===== config.mk =====
export PLATFORM = sky130hd
export DESIGN_NAME = mtpt_tracker
export DESIGN_NICKNAME = d
export VERILOG_FILES = /design/src/verilog/mtpt_pkg.sv /design/src/verilog/mtpt_tracker.sv
export SDC_FILE = /design/constraint.sdc
export NUM_CORES = 1
export LEC_CHECK = 0
export ABC_AREA = 1
export BUFFER_PORTS_ARGS = -buffer_cell sky130_fd_sc_hd__buf_2
export CAP_MARGIN = 20
export CORE_MARGIN = 5
export CORE_UTILIZATION = 60
export CTS_CLUSTER_DIAMETER = 50
export DETAILED_ROUTE_END_ITERATION = 8
export GPL_TIMING_DRIVEN = 1
export HOLD_SLACK_MARGIN = 0.1
export PLACE_DENSITY = 0.91
export SLEW_MARGIN = 5
export SYNTH_ARGS = -nofsm -noshare
export SYNTH_HDL_FRONTEND = slang
export SYNTH_SLANG_ARGS = --single-unit

===== constraint.sdc =====
create_clock -name mclk -period 6.5 [get_ports mclk]
set_input_delay 0.65 -clock mclk [delete_from_list [all_inputs] [get_ports mclk]]
set_output_delay 0.65 -clock mclk [all_outputs]
set_load 0.05 [all_outputs]

===== src/verilog/mtpt_pkg.sv =====
// constants, types and state layout of the gap pattern tracker
// Contract
// - lock drops when rotation is slower than the minimum rotation rate
// - tooth interval timed by a 24-bit counter ticking at 40 MHz
// - missing or extra crank or phase pulses drop lock as an error
// - any lock loss zeroes the tooth index and shows stopped
// - an error loss also raises the error flag
// - after an error no relock until error_flag_clear is pulsed
// - filter discards pulses no wider than filter time, 1 to 5 us typical
// - capture trigger on lock loss, keeping the edge samples before it
// - gap size accepts only one or two missing teeth
// - physical teeth per turn are tooth total minus gap size
// - 2-stroke covers 360 degrees and ignores the phase input
// - 2-stroke: index zero is first tooth after each gap, up to N-1
// - index keeps advancing at each missing tooth position in a gap
// - 4-stroke: index runs to 2N-1, zero after gap with phase high
// - 4-stroke: phase used only for initial lock, then gaps alone
// - phase level checked each gap: normal, always high, low or error
// - several phase pulses per cycle allowed if gap levels are right
// - phase signal delayed and then stretched by configured teeth; the code skips the stretch when the delay is zero
// - delayed phase signal is one tooth wide before the stretch
// - after spinning starts, one full cycle of teeth before gap search
// - integrating filter rejects short high and low going pulses
package mtpt_pkg;
  // ==========================================================
  // timing
  localparam int CLK_HZ = 200_000_000;
  localparam int TIMER_HZ = 40_000_000;
  localparam int TICK_DIV = CLK_HZ / TIMER_HZ;
  localparam logic [2:0] TICK_LAST = 3'(TICK_DIV - 1);
  localparam int PER_W = 24;
  localparam logic [PER_W-1:0] PER_MAX = 24'hffffff;
  localparam int FILT_W = 11;
  localparam int FILT_CYC_PER_US = CLK_HZ / 1_000_000;
  // ==========================================================
  // widths and limits
  localparam int IDX_W = 8;
  localparam int HIST_W = 32;
  localparam logic [1:0] GAP_MIN = 2'h1;
  localparam logic [1:0] GAP_MAX = 2'h2;
  localparam int CH_CRANK = 0;
  localparam int CH_PHASE = 1;
  // ==========================================================
  // types
  typedef enum logic [1:0] {
    ST_STOP = 2'b00,
    ST_COUNT = 2'b01,
    ST_SEARCH = 2'b10,
    ST_SYNC = 2'b11
  } mtpt_state_t;
  typedef enum logic [1:0] {
    HL_NORMAL = 2'b00,
    HL_HIGH = 2'b01,
    HL_LOW = 2'b10,
    HL_ERROR = 2'b11
  } mtpt_health_t;
  typedef struct packed {
    logic [1:0][2:0] sy;
    logic [1:0][FILT_W-1:0] fcnt;
    logic [1:0] filt;
    logic [2:0] div;
    logic [PER_W-1:0] per;
    logic [PER_W-1:0] lastp;
    logic [PER_W-1:0] mtmr;
    logic have_prev;
    logic spin;
    logic err;
    logic lock;
    logic trig;
    logic frozen;
    mtpt_state_t st;
    logic [IDX_W-1:0] cnt;
    logic [IDX_W-1:0] idx;
    logic [IDX_W-1:0] shf;
    logic [IDX_W:0] str;
    logic [2:0] camh;
    logic [1:0] ncam;
    mtpt_health_t hl;
    logic [HIST_W-1:0] hist;
  } mtpt_regs_t;
  localparam mtpt_regs_t REGS_RST = '0;
endpackage


===== src/verilog/mtpt_tracker.sv =====
// missing tooth crank position tracker with phase input monitoring
`timescale 1ns/100ps
module mtpt_tracker (
  input wire logic mclk,
  input wire logic rst,
  input wire logic crank_pin,
  input wire logic phase_input,
  input wire logic sync_enable,
  input wire logic four_stroke,
  input wire logic [mtpt_pkg::IDX_W-1:0] wheel_tooth_total,
  input wire logic [1:0] gap_tooth_total,
  input wire logic [mtpt_pkg::PER_W-1:0] minimum_rotation_rate,
  input wire logic [2:0] filter_time_us,
  input wire logic [mtpt_pkg::IDX_W-1:0] phase_shift_teeth,
  input wire logic [mtpt_pkg::IDX_W-1:0] phase_stretch_teeth,
  input wire logic error_flag_clear,
  output logic [mtpt_pkg::IDX_W-1:0] tooth_index_out,
  output logic lock_state,
  output logic rotation_state,
  output logic error_flag,
  output mtpt_pkg::mtpt_health_t phase_signal_health,
  output logic [mtpt_pkg::PER_W-1:0] tooth_period_out,
  output logic capture_trigger,
  output logic [mtpt_pkg::HIST_W-1:0] capture_history
);
  import mtpt_pkg::*;

  // ==========================================================
  // helpers
  // gap test in doubled units so that the threshold sits at
  // gap+0.5 intervals, half an interval short of a gap tooth (gap+1)
  function automatic logic gap_seen(input logic [PER_W-1:0] p,
                                    input logic [PER_W-1:0] lp,
                                    input logic [1:0] m);
    logic [PER_W+2:0] lhs;
    logic [PER_W+2:0] rhs;
    lhs = {2'b00, p, 1'b0};
    rhs = (PER_W+3)'(lp) * (PER_W+3)'({m, 1'b1});
    return lhs >= rhs;
  endfunction

  // phase levels at the last three gaps, newest in bit 0
  function automatic mtpt_health_t health_of(input logic [2:0] h);
    case (h)
      3'b010, 3'b101: return HL_NORMAL;
      3'b111: return HL_HIGH;
      3'b000: return HL_LOW;
      default: return HL_ERROR;
    endcase
  endfunction

  mtpt_regs_t q;
  mtpt_regs_t d;
  logic [1:0] pins;
  logic [FILT_W-1:0] filt_lim;
  logic [IDX_W-1:0] phys;
  logic [IDX_W-1:0] cyc_phys;
  logic [IDX_W-1:0] cyc_all;
  logic cfg_ok;

  assign pins = {phase_input, crank_pin};
  assign filt_lim = FILT_W'(int'(filter_time_us) * FILT_CYC_PER_US);
  assign phys = wheel_tooth_total - {6'h00, gap_tooth_total};
  assign cyc_phys = four_stroke ? {phys[IDX_W-2:0], 1'b0} : phys;
  assign cyc_all = four_stroke ?
                   {wheel_tooth_total[IDX_W-2:0], 1'b0} : wheel_tooth_total;
  // a gap of zero or three teeth never lets the tracker start
  assign cfg_ok = (gap_tooth_total >= GAP_MIN) &&
                  (gap_tooth_total <= GAP_MAX) &&
                  (wheel_tooth_total > {6'h00, gap_tooth_total});

  // ==========================================================
  // next state
  always_comb begin
    logic tick;
    logic tooth;
    logic rise_p;
    logic stalled;
    logic is_gap;
    logic cam_lvl;
    logic last_phys;
    logic err_set;
    logic lose;
    logic [IDX_W-1:0] pos;
    logic [2:0] camh_n;
    tick = 1'b0;
    tooth = 1'b0;
    rise_p = 1'b0;
    stalled = 1'b0;
    is_gap = 1'b0;
    cam_lvl = 1'b0;
    last_phys = 1'b0;
    err_set = 1'b0;
    lose = 1'b0;
    pos = '0;
    camh_n = '0;
    d = q;
    d.trig = 1'b0;

    // three-stage sync and integrating filter per input; the
    // count rises while the agreed level differs and sinks back
    // while it matches, so a burst of noise must outlast the limit
    for (int i = 0; i < 2; i++) begin
      d.sy[i] = {q.sy[i][1:0], pins[i]};
      if (q.sy[i][1] == q.sy[i][2]) begin
        if (q.sy[i][2] != q.filt[i]) begin
          if (q.fcnt[i] >= filt_lim) begin
            d.filt[i] = q.sy[i][2];
            d.fcnt[i] = '0;
          end else begin
            d.fcnt[i] = q.fcnt[i] + 1'b1;
          end
        end else if (q.fcnt[i] != '0) begin
          d.fcnt[i] = q.fcnt[i] - 1'b1;
        end
      end
    end
    tooth = d.filt[CH_CRANK] & ~q.filt[CH_CRANK];
    rise_p = d.filt[CH_PHASE] & ~q.filt[CH_PHASE];

    // 40 MHz timer tick from the 200 MHz clock
    tick = (q.div == TICK_LAST);
    d.div = tick ? '0 : q.div + 3'h1;

    // tooth interval, saturating instead of wrapping
    stalled = (q.per >= minimum_rotation_rate) || (q.per == PER_MAX);
    if (tooth) begin
      d.per = '0;
    end else if (tick && q.per != PER_MAX) begin
      d.per = q.per + 1'b1;
    end
    if (tooth) begin
      d.mtmr = '0;
    end else if (tick && q.mtmr != PER_MAX) begin
      d.mtmr = q.mtmr + 1'b1;
    end

    // rotation state needs two fast teeth in a row
    if (tooth) begin
      d.have_prev = 1'b1;
      if (q.have_prev && !stalled) begin
        d.spin = 1'b1;
      end
    end
    if (stalled) begin
      d.spin = 1'b0;
      d.have_prev = 1'b0;
    end

    // phase delay then stretch, counted in crank teeth
    cam_lvl = (phase_shift_teeth == '0) ? q.filt[CH_PHASE] :
              (q.str != '0);
    if (tooth) begin
      if (q.shf != '0) begin
        d.shf = q.shf - 1'b1;
        if (q.shf == 8'h01) begin
          d.str = {1'b0, phase_stretch_teeth} + 9'h001;
        end
      end
      if (q.str != '0 && q.shf != 8'h01) begin
        d.str = q.str - 1'b1;
      end
    end
    if (rise_p && phase_shift_teeth != '0) begin
      d.shf = phase_shift_teeth;
    end

    is_gap = gap_seen(q.per, q.lastp, gap_tooth_total);
    // outside lock every real interval is taken, so a stray edge
    // cannot pin the reference low; in lock gaps are left out
    if (tooth && q.have_prev && (!is_gap || q.st != ST_SYNC)) begin
      d.lastp = q.per;
    end
    pos = (four_stroke && q.idx >= wheel_tooth_total) ?
          q.idx - wheel_tooth_total : q.idx;
    last_phys = (pos >= phys - 8'h01);
    camh_n = {q.camh[1:0], cam_lvl};

    if (error_flag_clear) begin
      d.err = 1'b0;
    end

    // lock sequencing
    case (q.st)
      ST_STOP: begin
        if (q.spin && sync_enable && cfg_ok && !q.err) begin
          d.st = ST_COUNT;
          d.cnt = '0;
        end
      end
      ST_COUNT: begin
        if (tooth) begin
          d.cnt = q.cnt + 8'h01;
          if (q.cnt >= cyc_phys - 8'h01) begin
            d.st = ST_SEARCH;
          end
        end
      end
      ST_SEARCH: begin
        // 2-stroke ignores phase; 4-stroke waits for a high gap
        if (tooth && is_gap && (!four_stroke || cam_lvl)) begin
          d.st = ST_SYNC;
          d.idx = '0;
          d.camh = {q.camh[1:0], 1'b1};
          d.ncam = 2'h1;
        end
      end
      ST_SYNC: begin
        if (tooth) begin
          if (is_gap != last_phys) begin
            err_set = 1'b1;
          end else if (is_gap) begin
            // once locked only the gap keeps position
            d.idx = (!four_stroke || q.idx >= wheel_tooth_total) ?
                    '0 : wheel_tooth_total;
            if (four_stroke) begin
              d.camh = camh_n;
              d.ncam = (q.ncam == 2'h3) ? q.ncam : q.ncam + 2'h1;
              if (q.ncam >= 2'h2 && health_of(camh_n) == HL_ERROR) begin
                err_set = 1'b1;
              end
            end
          end else begin
            d.idx = q.idx + 8'h01;
          end
        end else if (last_phys && pos < wheel_tooth_total - 8'h01 &&
                     q.lastp != '0 && q.mtmr >= q.lastp) begin
          d.idx = q.idx + 8'h01;
          d.mtmr = '0;
        end
      end
      default: begin
        d.st = ST_STOP;
      end
    endcase
    if (d.idx >= cyc_all && d.st == ST_SYNC) begin
      err_set = 1'b1;
    end

    // every loss: index zero, stopped; errors also latch the flag
    if (err_set) begin
      d.err = 1'b1;
      lose = 1'b1;
    end
    if (q.st != ST_STOP && (stalled || !sync_enable || !cfg_ok)) begin
      lose = 1'b1;
    end
    if (lose) begin
      d.st = ST_STOP;
      d.idx = '0;
      d.cnt = '0;
      d.trig = (q.st == ST_SYNC);
    end

    // edge history, frozen at a loss of lock so the lead-up stays visible
    if (d.trig) begin
      d.frozen = 1'b1;
    end else if (d.st == ST_SYNC) begin
      d.frozen = 1'b0;
    end
    if (!q.frozen && d.filt != q.filt) begin
      d.hist = {q.hist[HIST_W-3:0], d.filt};
    end
    d.lock = (d.st == ST_SYNC);
    d.hl = (q.ncam == 2'h3) ? health_of(q.camh) : HL_NORMAL;
  end

  // ==========================================================
  // state register
  always_ff @(posedge mclk or posedge rst) begin
    if (rst) begin
      q <= REGS_RST;
    end else begin
      q <= d;
    end
  end

  assign tooth_index_out = q.idx;
  assign lock_state = q.lock;
  assign rotation_state = q.spin;
  assign error_flag = q.err;
  assign phase_signal_health = q.hl;
  assign tooth_period_out = q.lastp;
  assign capture_trigger = q.trig;
  assign capture_history = q.hist;

  // ==========================================================
  // checks
  stop_index_a: assert property (@(posedge mclk) disable iff (rst)
    q.st != ST_SYNC |-> q.idx == '0)
    else $error("index not zero while unlocked");
  err_hold_a: assert property (@(posedge mclk) disable iff (rst)
    error_flag |-> q.st == ST_STOP)
    else $error("tracker left stop with error latched");
  stall_drop_a: assert property (@(posedge mclk) disable iff (rst)
    lock_state && q.per >= minimum_rotation_rate |=> !lock_state)
    else $error("lock kept below minimum rotation rate");
  per_sat_a: assert property (@(posedge mclk) disable iff (rst)
    q.per == PER_MAX && !(d.filt[0] && !q.filt[0]) |=> q.per == PER_MAX)
    else $error("interval counter wrapped");
  idx_range_a: assert property (@(posedge mclk) disable iff (rst)
    $stable(wheel_tooth_total) && $stable(four_stroke) |->
    tooth_index_out < cyc_all || tooth_index_out == '0)
    else $error("tooth index out of range");
  gap_cfg_a: assert property (@(posedge mclk) disable iff (rst)
    !cfg_ok ##1 !cfg_ok |-> q.st == ST_STOP)
    else $error("tracker running with bad gap size");
  filter_a: assert property (@(posedge mclk) disable iff (rst)
    q.filt[0] != $past(q.filt[0]) |->
    $past(q.fcnt[0]) >= $past(filt_lim))
    else $error("filtered crank changed before filter time");
  err_loss_a: assert property (@(posedge mclk) disable iff (rst)
    $rose(error_flag) |-> !lock_state && tooth_index_out == '0)
    else $error("error flag without loss of lock");
  tick_div_a: assert property (@(posedge mclk) disable iff (rst)
    q.per != '0 && q.per != $past(q.per) |->
    $past(q.div) == TICK_LAST && q.per == $past(q.per) + 1'b1)
    else $error("interval timer not at 40 MHz");
  trig_a: assert property (@(posedge mclk) disable iff (rst)
    $fell(lock_state) |-> capture_trigger ##1 !capture_trigger)
    else $error("no capture trigger on lock loss");
endmodule


==> results of run 1 <==
## worst register-to-register path, delay by kind of cell (launching register included)
| kind | cells | cell delay, ps |
|---|---|---|
| AND/OR/NAND/NOR | 27 | 2800 |
| AO/OA/AOI/OAI | 6 | 1040 |
| buffers and inverters | 2 | 190 |
| XOR/XNOR | 1 | 100 |
| adder cells (fa/ha/maj) | 4 | 1530 |
| flip-flops | 1 | 490 |
## area by class of cell
type	count	area (um2)
tap	378	473.0
multi-input combinational	1654	10090
timing repair buffer	172	984.7
clock buffer	18	439.2
clock inverter	14	153.9
inverter	382	1441
sequential	185	4637
fill	2323	9409
## report_power, final
group / internal, mW / switching (mW) / total (mW)
Combinational: 0.863 / 1.94 / 2.80
Sequential: 1.42 / 0.261 / 1.68
Clock: 0.527 / 0.538 / 1.06
Total: 2.81 / 2.73 / 5.55
## stage by stage
step	setup slack (ps)	utilization, %	area [um2]
6_report	304.1	65.95	18220
5_1_grt	-64.32	65.95	18220
4_1_cts	19.29	65.06	17980
3_5_place_dp	-234.4	62.91	17380
3_3_place_gp	86.99	62.91	17380
2_1_floorplan	144.4	-	16700
## timing repair
item	CTS	global route
pin swaps	0	26
resized for setup	1	40
hold buffers	0	0
setup buffers	0	15
endpoints found under the setup margin	8	22
endpoints found under the hold margin	0	0
cloned	0	1
## layer usage
layer	share of wire [%]	global-route usage, %	vias up	wire (um)
met5	0	0	-	0
met4	3.0	9.929	0	1334
met3	7.9	3.995	122	3543
met2	48	47.61	745	21440
met1	42	37.04	7395	18680
li1	-	-	7689	-
## Yosys cell counts (all sizes together) (2+ instances only)
cell type / n / area share (%)
dfrtp: 185 / 28
nand3: 99 / 3.1
nand4: 40 / 1.6
xnor2: 32 / 1.7
o21bai: 7 / 0.34
buf: 73 / 3.3
o21a: 5 / 0.22
o2111ai: 3 / 0.16
fa: 25 / 3.0
xor2: 64 / 3.4
nor4: 22 / 0.82
clkbuf: 34 / 0.76
a21boi: 3 / 0.13
a31oi: 20 / 0.75
a21oi: 153 / 4.8
nor2: 182 / 4.3
nand2: 528 / 12
a22oi: 4 / 0.18
nand3b: 6 / 0.27
o221ai: 3 / 0.16
mux2: 2 / 0.13
ha: 183 / 14
clkinv: 3 / 0.067
or2: 9 / 0.34
a211oi: 12 / 0.54
o211ai: 20 / 0.90
nor3: 52 / 1.6
inv: 379 / 8.5
o21ai: 168 / 5.0
## kinds of logic (layout without fill, tap and decap cells)
family / count (synthesis) / after routing / share of synthesized area (%)
AND/OR/NAND/NOR: 941 / 942 / 24.21
buffers and inverters: 489 / 586 / 12.60
AO/OA/AOI/OAI: 406 / 406 / 13.58
adder cells (fa/ha/maj): 208 / 208 / 16.71
flip-flops: 185 / 185 / 27.73
XOR/XNOR: 96 / 96 / 5.036
multiplexers: 2 / 2 / 0.1349
## sequential cells by signal, indices dropped and copies added (netlist names)
name	count
q	111
capture_history	32
tooth_period_out	24
tooth_index_out	8
d	4
phase_signal_health	2
capture_trigger	1
error_flag	1
lock_state	1
rotation_state	1
## layout by cell type (no fill, tap or decap), types with 4 or more instances in the layout
master,synthesis,routed
a211oi_1,12,12
a21oi_1,145,143
a21oi_2,8,10
a22oi_1,4,4
a31oi_1,20,20
buf_2,5,129
buf_4,66,41
clkbuf_16,0,17
dfrtp_1,185,179
dfrtp_2,0,6
fa_1,25,24
ha_1,183,182
inv_1,375,373
inv_2,4,5
inv_8,0,7
nand2_1,515,505
nand2_2,12,19
nand2_4,1,4
nand3_1,96,93
nand3_2,2,5
nand3b_1,6,6
nand4_1,39,39
nor2_1,175,172
nor2_2,5,7
nor3_1,50,49
nor4_1,22,21
o211ai_1,20,20
o21a_1,5,5
o21ai_0,162,158
o21ai_1,6,8
o21bai_1,6,6
or2_2,9,9
xnor2_1,32,32
xor2_1,64,64
## worst max path at each step
stage                         start                 end
2_1_floorplan    gap_tooth_total[1]               q[74]
3_3_place_gp     gap_tooth_total[1]  tooth_index_out[1]
3_5_place_dp     gap_tooth_total[1]  tooth_index_out[1]
4_1_cts         tooth_period_out[1]  tooth_index_out[6]
5_1_grt         tooth_period_out[3]               q[66]
6_report       tooth_period_out[11]               q[64]
==> reports/qor.yml, run 1 <==
outcome:
  status: "finished, final reports clean"
final_layout:
  n_antenna_cell: 0
  nets: 2680
  drive_gt1_share_pct: 11.92
  fin_cells: 2803
  synthToLayoutAreaGrowth_pct: 9.120
power_and_ir_drop:
  power.total_mw: 5.546
  p_leak_nw: 9.711
  p_per_area_nw_per_um2: 304.4
  max-vdd-ir-drop_mv: 0.1852
grt:
  grtUsageTotal_pct: 28.13
  grt_antenna_before_repair: 1
  grt_max_degree: 130
  grt_pass1_vias: 15300
  overflow: 0
  grt_pass1_wl_um: 72660
setup_path:
  slowest_delay_ps: 510
  cp-end-kind: "flip-flop"
  cp.arrival_ps: 6580
  critPathKind: "flip-flop to flip-flop"
  path_depth: 40
  slowest_stage: "fa_1"
  cpMostUsedCell: "nand2_1"
  crit_family: "simple AND/OR/NAND/NOR gates"
  timing.rr.start: "tooth_period_out[11]"
  crit_fanout: 8
  crit_buf_inv: 2
  r2r_end: "q[64]"
  rrSetupSlack_ps: 300
  crit_required_ps: 6890
  r2r_cells: 40
  critPathLaunchType: "flip-flop"
sta:
  final.period_utilization_pct: 95.32
  min_period_ps: 6196
  setup_viol: 0
  whs_ps: 306.3
  fmax_mhz: 161.4
  setup_tns_ps: 0
  hold_violations: 0
  fin_worst_skew_ps: 8.688
  slew_headroom_pct: 37.65
  slew_viol_final: 0
  worst-slew-pin-transition_ps: 931.9
min_path:
  worstHoldStart: "phase_input"
  hp-class: "primary input to flip-flop"
  holdPathEnd: "d[183]"
  hold-path-cell-count: 1
synth:
  syn_avg_cell_area_um2: 7.175
  synth_flop_cell: "dfrtp_1"
  ys_seq_elements: 185
  ys_warn_count: 0
  async_flop_share_pct: 100.0
  netlist_area_um2: 16700
  synth_nets: 2595
  synth_cells: 2327
  yosys.cell_types.count: 55
  synth_seq_area_share_pct: 27.73
  synth_edf_count: 0
place:
  post-dp-hpwl_um: 33640
  portBuffers: 129
  place.detailed.instances: 2755
  gp_routability_congestion: 0.9354
cts:
  clock_latency_ps: 450
  cts_buffer_depth: 2
  tritoncts: "done"
  clk_pin_slew_worst_paths_ps: 80
  root_buffer: "clkbuf_16"
  cts_buffers: 17
  clock-sinks: 185
  htreeDepth: 4
floorplanning:
  io-pin-count: 130
  num_rows: 61
  start_util_pct: 60.43
  die_y_um: 176.8
  die_w_um: 176.8
  core_area_um2: 27630
  die-area_um2: 31270
route:
  vias_per_cell: 5.691
  ant_nets: 0
  drt_iter0_markers: 1633
  wire_per_inst_um: 16.05
  drt_wl_total_um: 44990
  dr_total_vias: 15950
  first_pass_iters: 6
  drc: 0
run:
  maxCapViolCount: 0
Note: power is estimated with default switching activity, not from simulation.
==> run 2, diff against run 1 <==
--- a/config.mk
+++ b/config.mk
@@ -8,7 +8,7 @@
 export ABC_AREA = 1
 export BUFFER_PORTS_ARGS = -buffer_cell sky130_fd_sc_hd__buf_2
 export CAP_MARGIN = 20
-export CORE_MARGIN = 5
+export CORE_MARGIN = 2
 export CORE_UTILIZATION = 60
 export CTS_CLUSTER_DIAMETER = 50
 export DETAILED_ROUTE_END_ITERATION = 8
==> reports/qor.yml, run 2 (synthesis gave the netlist of run 1 again) <==
outcome:
  status: "finished, final reports clean"
setup_path:
  critPathKind: "primary input to flip-flop"
  cp-end-kind: "flip-flop"
  critPathLaunchType: "primary input"
  slowest_stage: "fa_1"
  crit_fanout: 9  # +1
  cpMostUsedCell: "nand2_1"
  slowest_delay_ps: 530  # +20 ps
  cp.arrival_ps: 6420  # -160 ps
  crit_required_ps: 6890  # about the same
grt:
  grtUsageTotal_pct: 29.07  # +0.94 points
  overflow: 0  # unchanged
  grt_max_degree: 105  # -19%
  grt_pass1_vias: 14910  # -2.6%
  grt_pass1_wl_um: 69320  # -4.6%
  grt_antenna_before_repair: 0  # -1
sta:
  final.period_utilization_pct: 92.73  # -2.6 points
  setup_viol: 0  # unchanged
  hold_violations: 0  # unchanged
  whs_ps: 302.3  # -3.914 ps
  slew_headroom_pct: 35.39  # -2.3 points
  worst-slew-pin-transition_ps: 965.7  # +33.81 ps
  fmax_mhz: 165.9  # +2.8%
  setup_tns_ps: 0  # unchanged
  fin_worst_skew_ps: 16.51  # +7.819 ps
  slew_viol_final: 0  # unchanged
  min_period_ps: 6028  # -168.2 ps
power_and_ir_drop:
  max-vdd-ir-drop_mv: 0.1891  # +2.1%
  p_leak_nw: 9.671  # -0.42%
  p_per_area_nw_per_um2: 307.2  # +0.93%
  power.total_mw: 5.585  # +0.71%
place:
  portBuffers: 129  # unchanged
  gp_routability_congestion: 0.9435  # +0.87%
  place.detailed.instances: 2753  # -0.073%
  post-dp-hpwl_um: 32600  # -3.1%
final_layout:
  largest_reg_flops: 111  # unchanged
  regMostFlops: "q"
  nets: 2669  # -0.41%
  final_cell_mix: "nand2_1, inv_1, ha_1"
  n_fill_cell: 2267  # -2.4%
  fin_cells: 2793  # -0.36%
  layout_commonest_cell: "nand2_1"
  drive_gt1_share_pct: 11.27  # -0.65 points
  synthToLayoutAreaGrowth_pct: 8.880
  final_util_pct: 65.80  # -0.14 points
floorplanning:
  die-area_um2: 29180  # -6.7%
  io-pin-count: 130  # unchanged
  die_w_um: 170.8  # -3.4%
  num_rows: 61  # unchanged
  core_area_um2: 27630  # unchanged
  start_util_pct: 60.43  # unchanged
  die_y_um: 170.8  # -3.4%
cts:
  clock_latency_ps: 460  # about the same
  cts_buffers: 17  # unchanged
  clk_pin_slew_worst_paths_ps: 80  # about the same
  cts_buffer_depth: 2  # unchanged
  htreeDepth: 4  # unchanged
  tritoncts: "done"
  clock-sinks: 185  # unchanged
  hold_buffers: 0  # unchanged
  root_buffer: "clkbuf_16"
route:
  ant_nets: 0  # unchanged
  vias_per_cell: 5.646  # -0.79%
  drc: 0  # unchanged
  drt_iter0_markers: 1471  # -9.9%
  first_pass_iters: 5  # -1
  wire_per_inst_um: 15.13  # -5.7%
  drt_wl_total_um: 42260  # -6.1%
  dr_total_vias: 15770  # -1.1%
min_path:
  hp-class: "primary input to flip-flop"
run:
  maxCapViolCount: 0  # unchanged
## run 2: worst paths after layout
| path | endpoint | slack, ps | startpoint | depth (start not counted) |
|---|---|---|---|---|
| min in group asynchronous | q[163] | 310 | rst | 2 |
| worst min-delay path | d[180] | 300 | crank_pin | 1 |
| worst min register to register | d[181] | 360 | d[180] | 0 |
| worst max register to register | q[68] | 500 | tooth_period_out[10] | 38 |
| max in group asynchronous | q[47] | 5110 | rst | 4 |
| worst max-delay path | q[68] | 470 | gap_tooth_total[1] | 39 |
## run 2: final cells by class
cell class / count / area (um2) / area share (%)
clock buffers: 17 / 425.4 / 2.340
inverters: 382 / 1441 / 7.928
repair buffers: 162 / 943.4 / 5.189
clock inverters: 15 / 217.7 / 1.198
well taps: 378 / 473.0 / 2.602
diodes: 1 / 2.502 / 0.01376
flip-flops and latches: 185 / 4642 / 25.53
multi-input cells: 1653 / 10030 / 55.20
## run 2: power by group
part	total [mW]	internal [mW]	switching, mW
Clock	1.13	0.543	0.582
Combinational	2.78	0.859	1.92
Sequential	1.68	1.42	0.257
Total	5.59	2.82	2.76
## run 2: per-layer routing
| layer | track usage, % | part of all wire [%] | up-vias |
|---|---|---|---|
| li1 | - | - | 7672 |
| met5 | 0 | 0 | - |
| met3 | 3.331 | 6.6 | 109 |
| met2 | 49.01 | 48 | 606 |
| met1 | 38.80 | 43 | 7382 |
| met4 | 10.28 | 3.0 | 0 |
## run 2: repair_timing
item | 4_1_cts | 5_1_grt
resized for setup | 0 | 29
buffers inserted | 0 | 6
hold endpoints to repair | 0 | 0
endpoints found under the setup margin | 0 | 22
## run 2: stage by stage
stage	area, um2	setup slack, ps
5_1_grt	18180	-19.21
6_report	18180	472.2
3_5_place_dp	17380	-147.2
3_3_place_gp	17380	72.20
4_1_cts	18020	186.1
2_1_floorplan	16700	144.4
## run 2: critical path, delay by kind of cell
kind / cells / cell delay (ps)
xor gates and xnor gates: 1 / 70
and+or+nand+nor: 26 / 3080
AOI/OAI and AO/OA: 3 / 430
buffers and inverters: 5 / 690
adders and majority gates: 4 / 1470
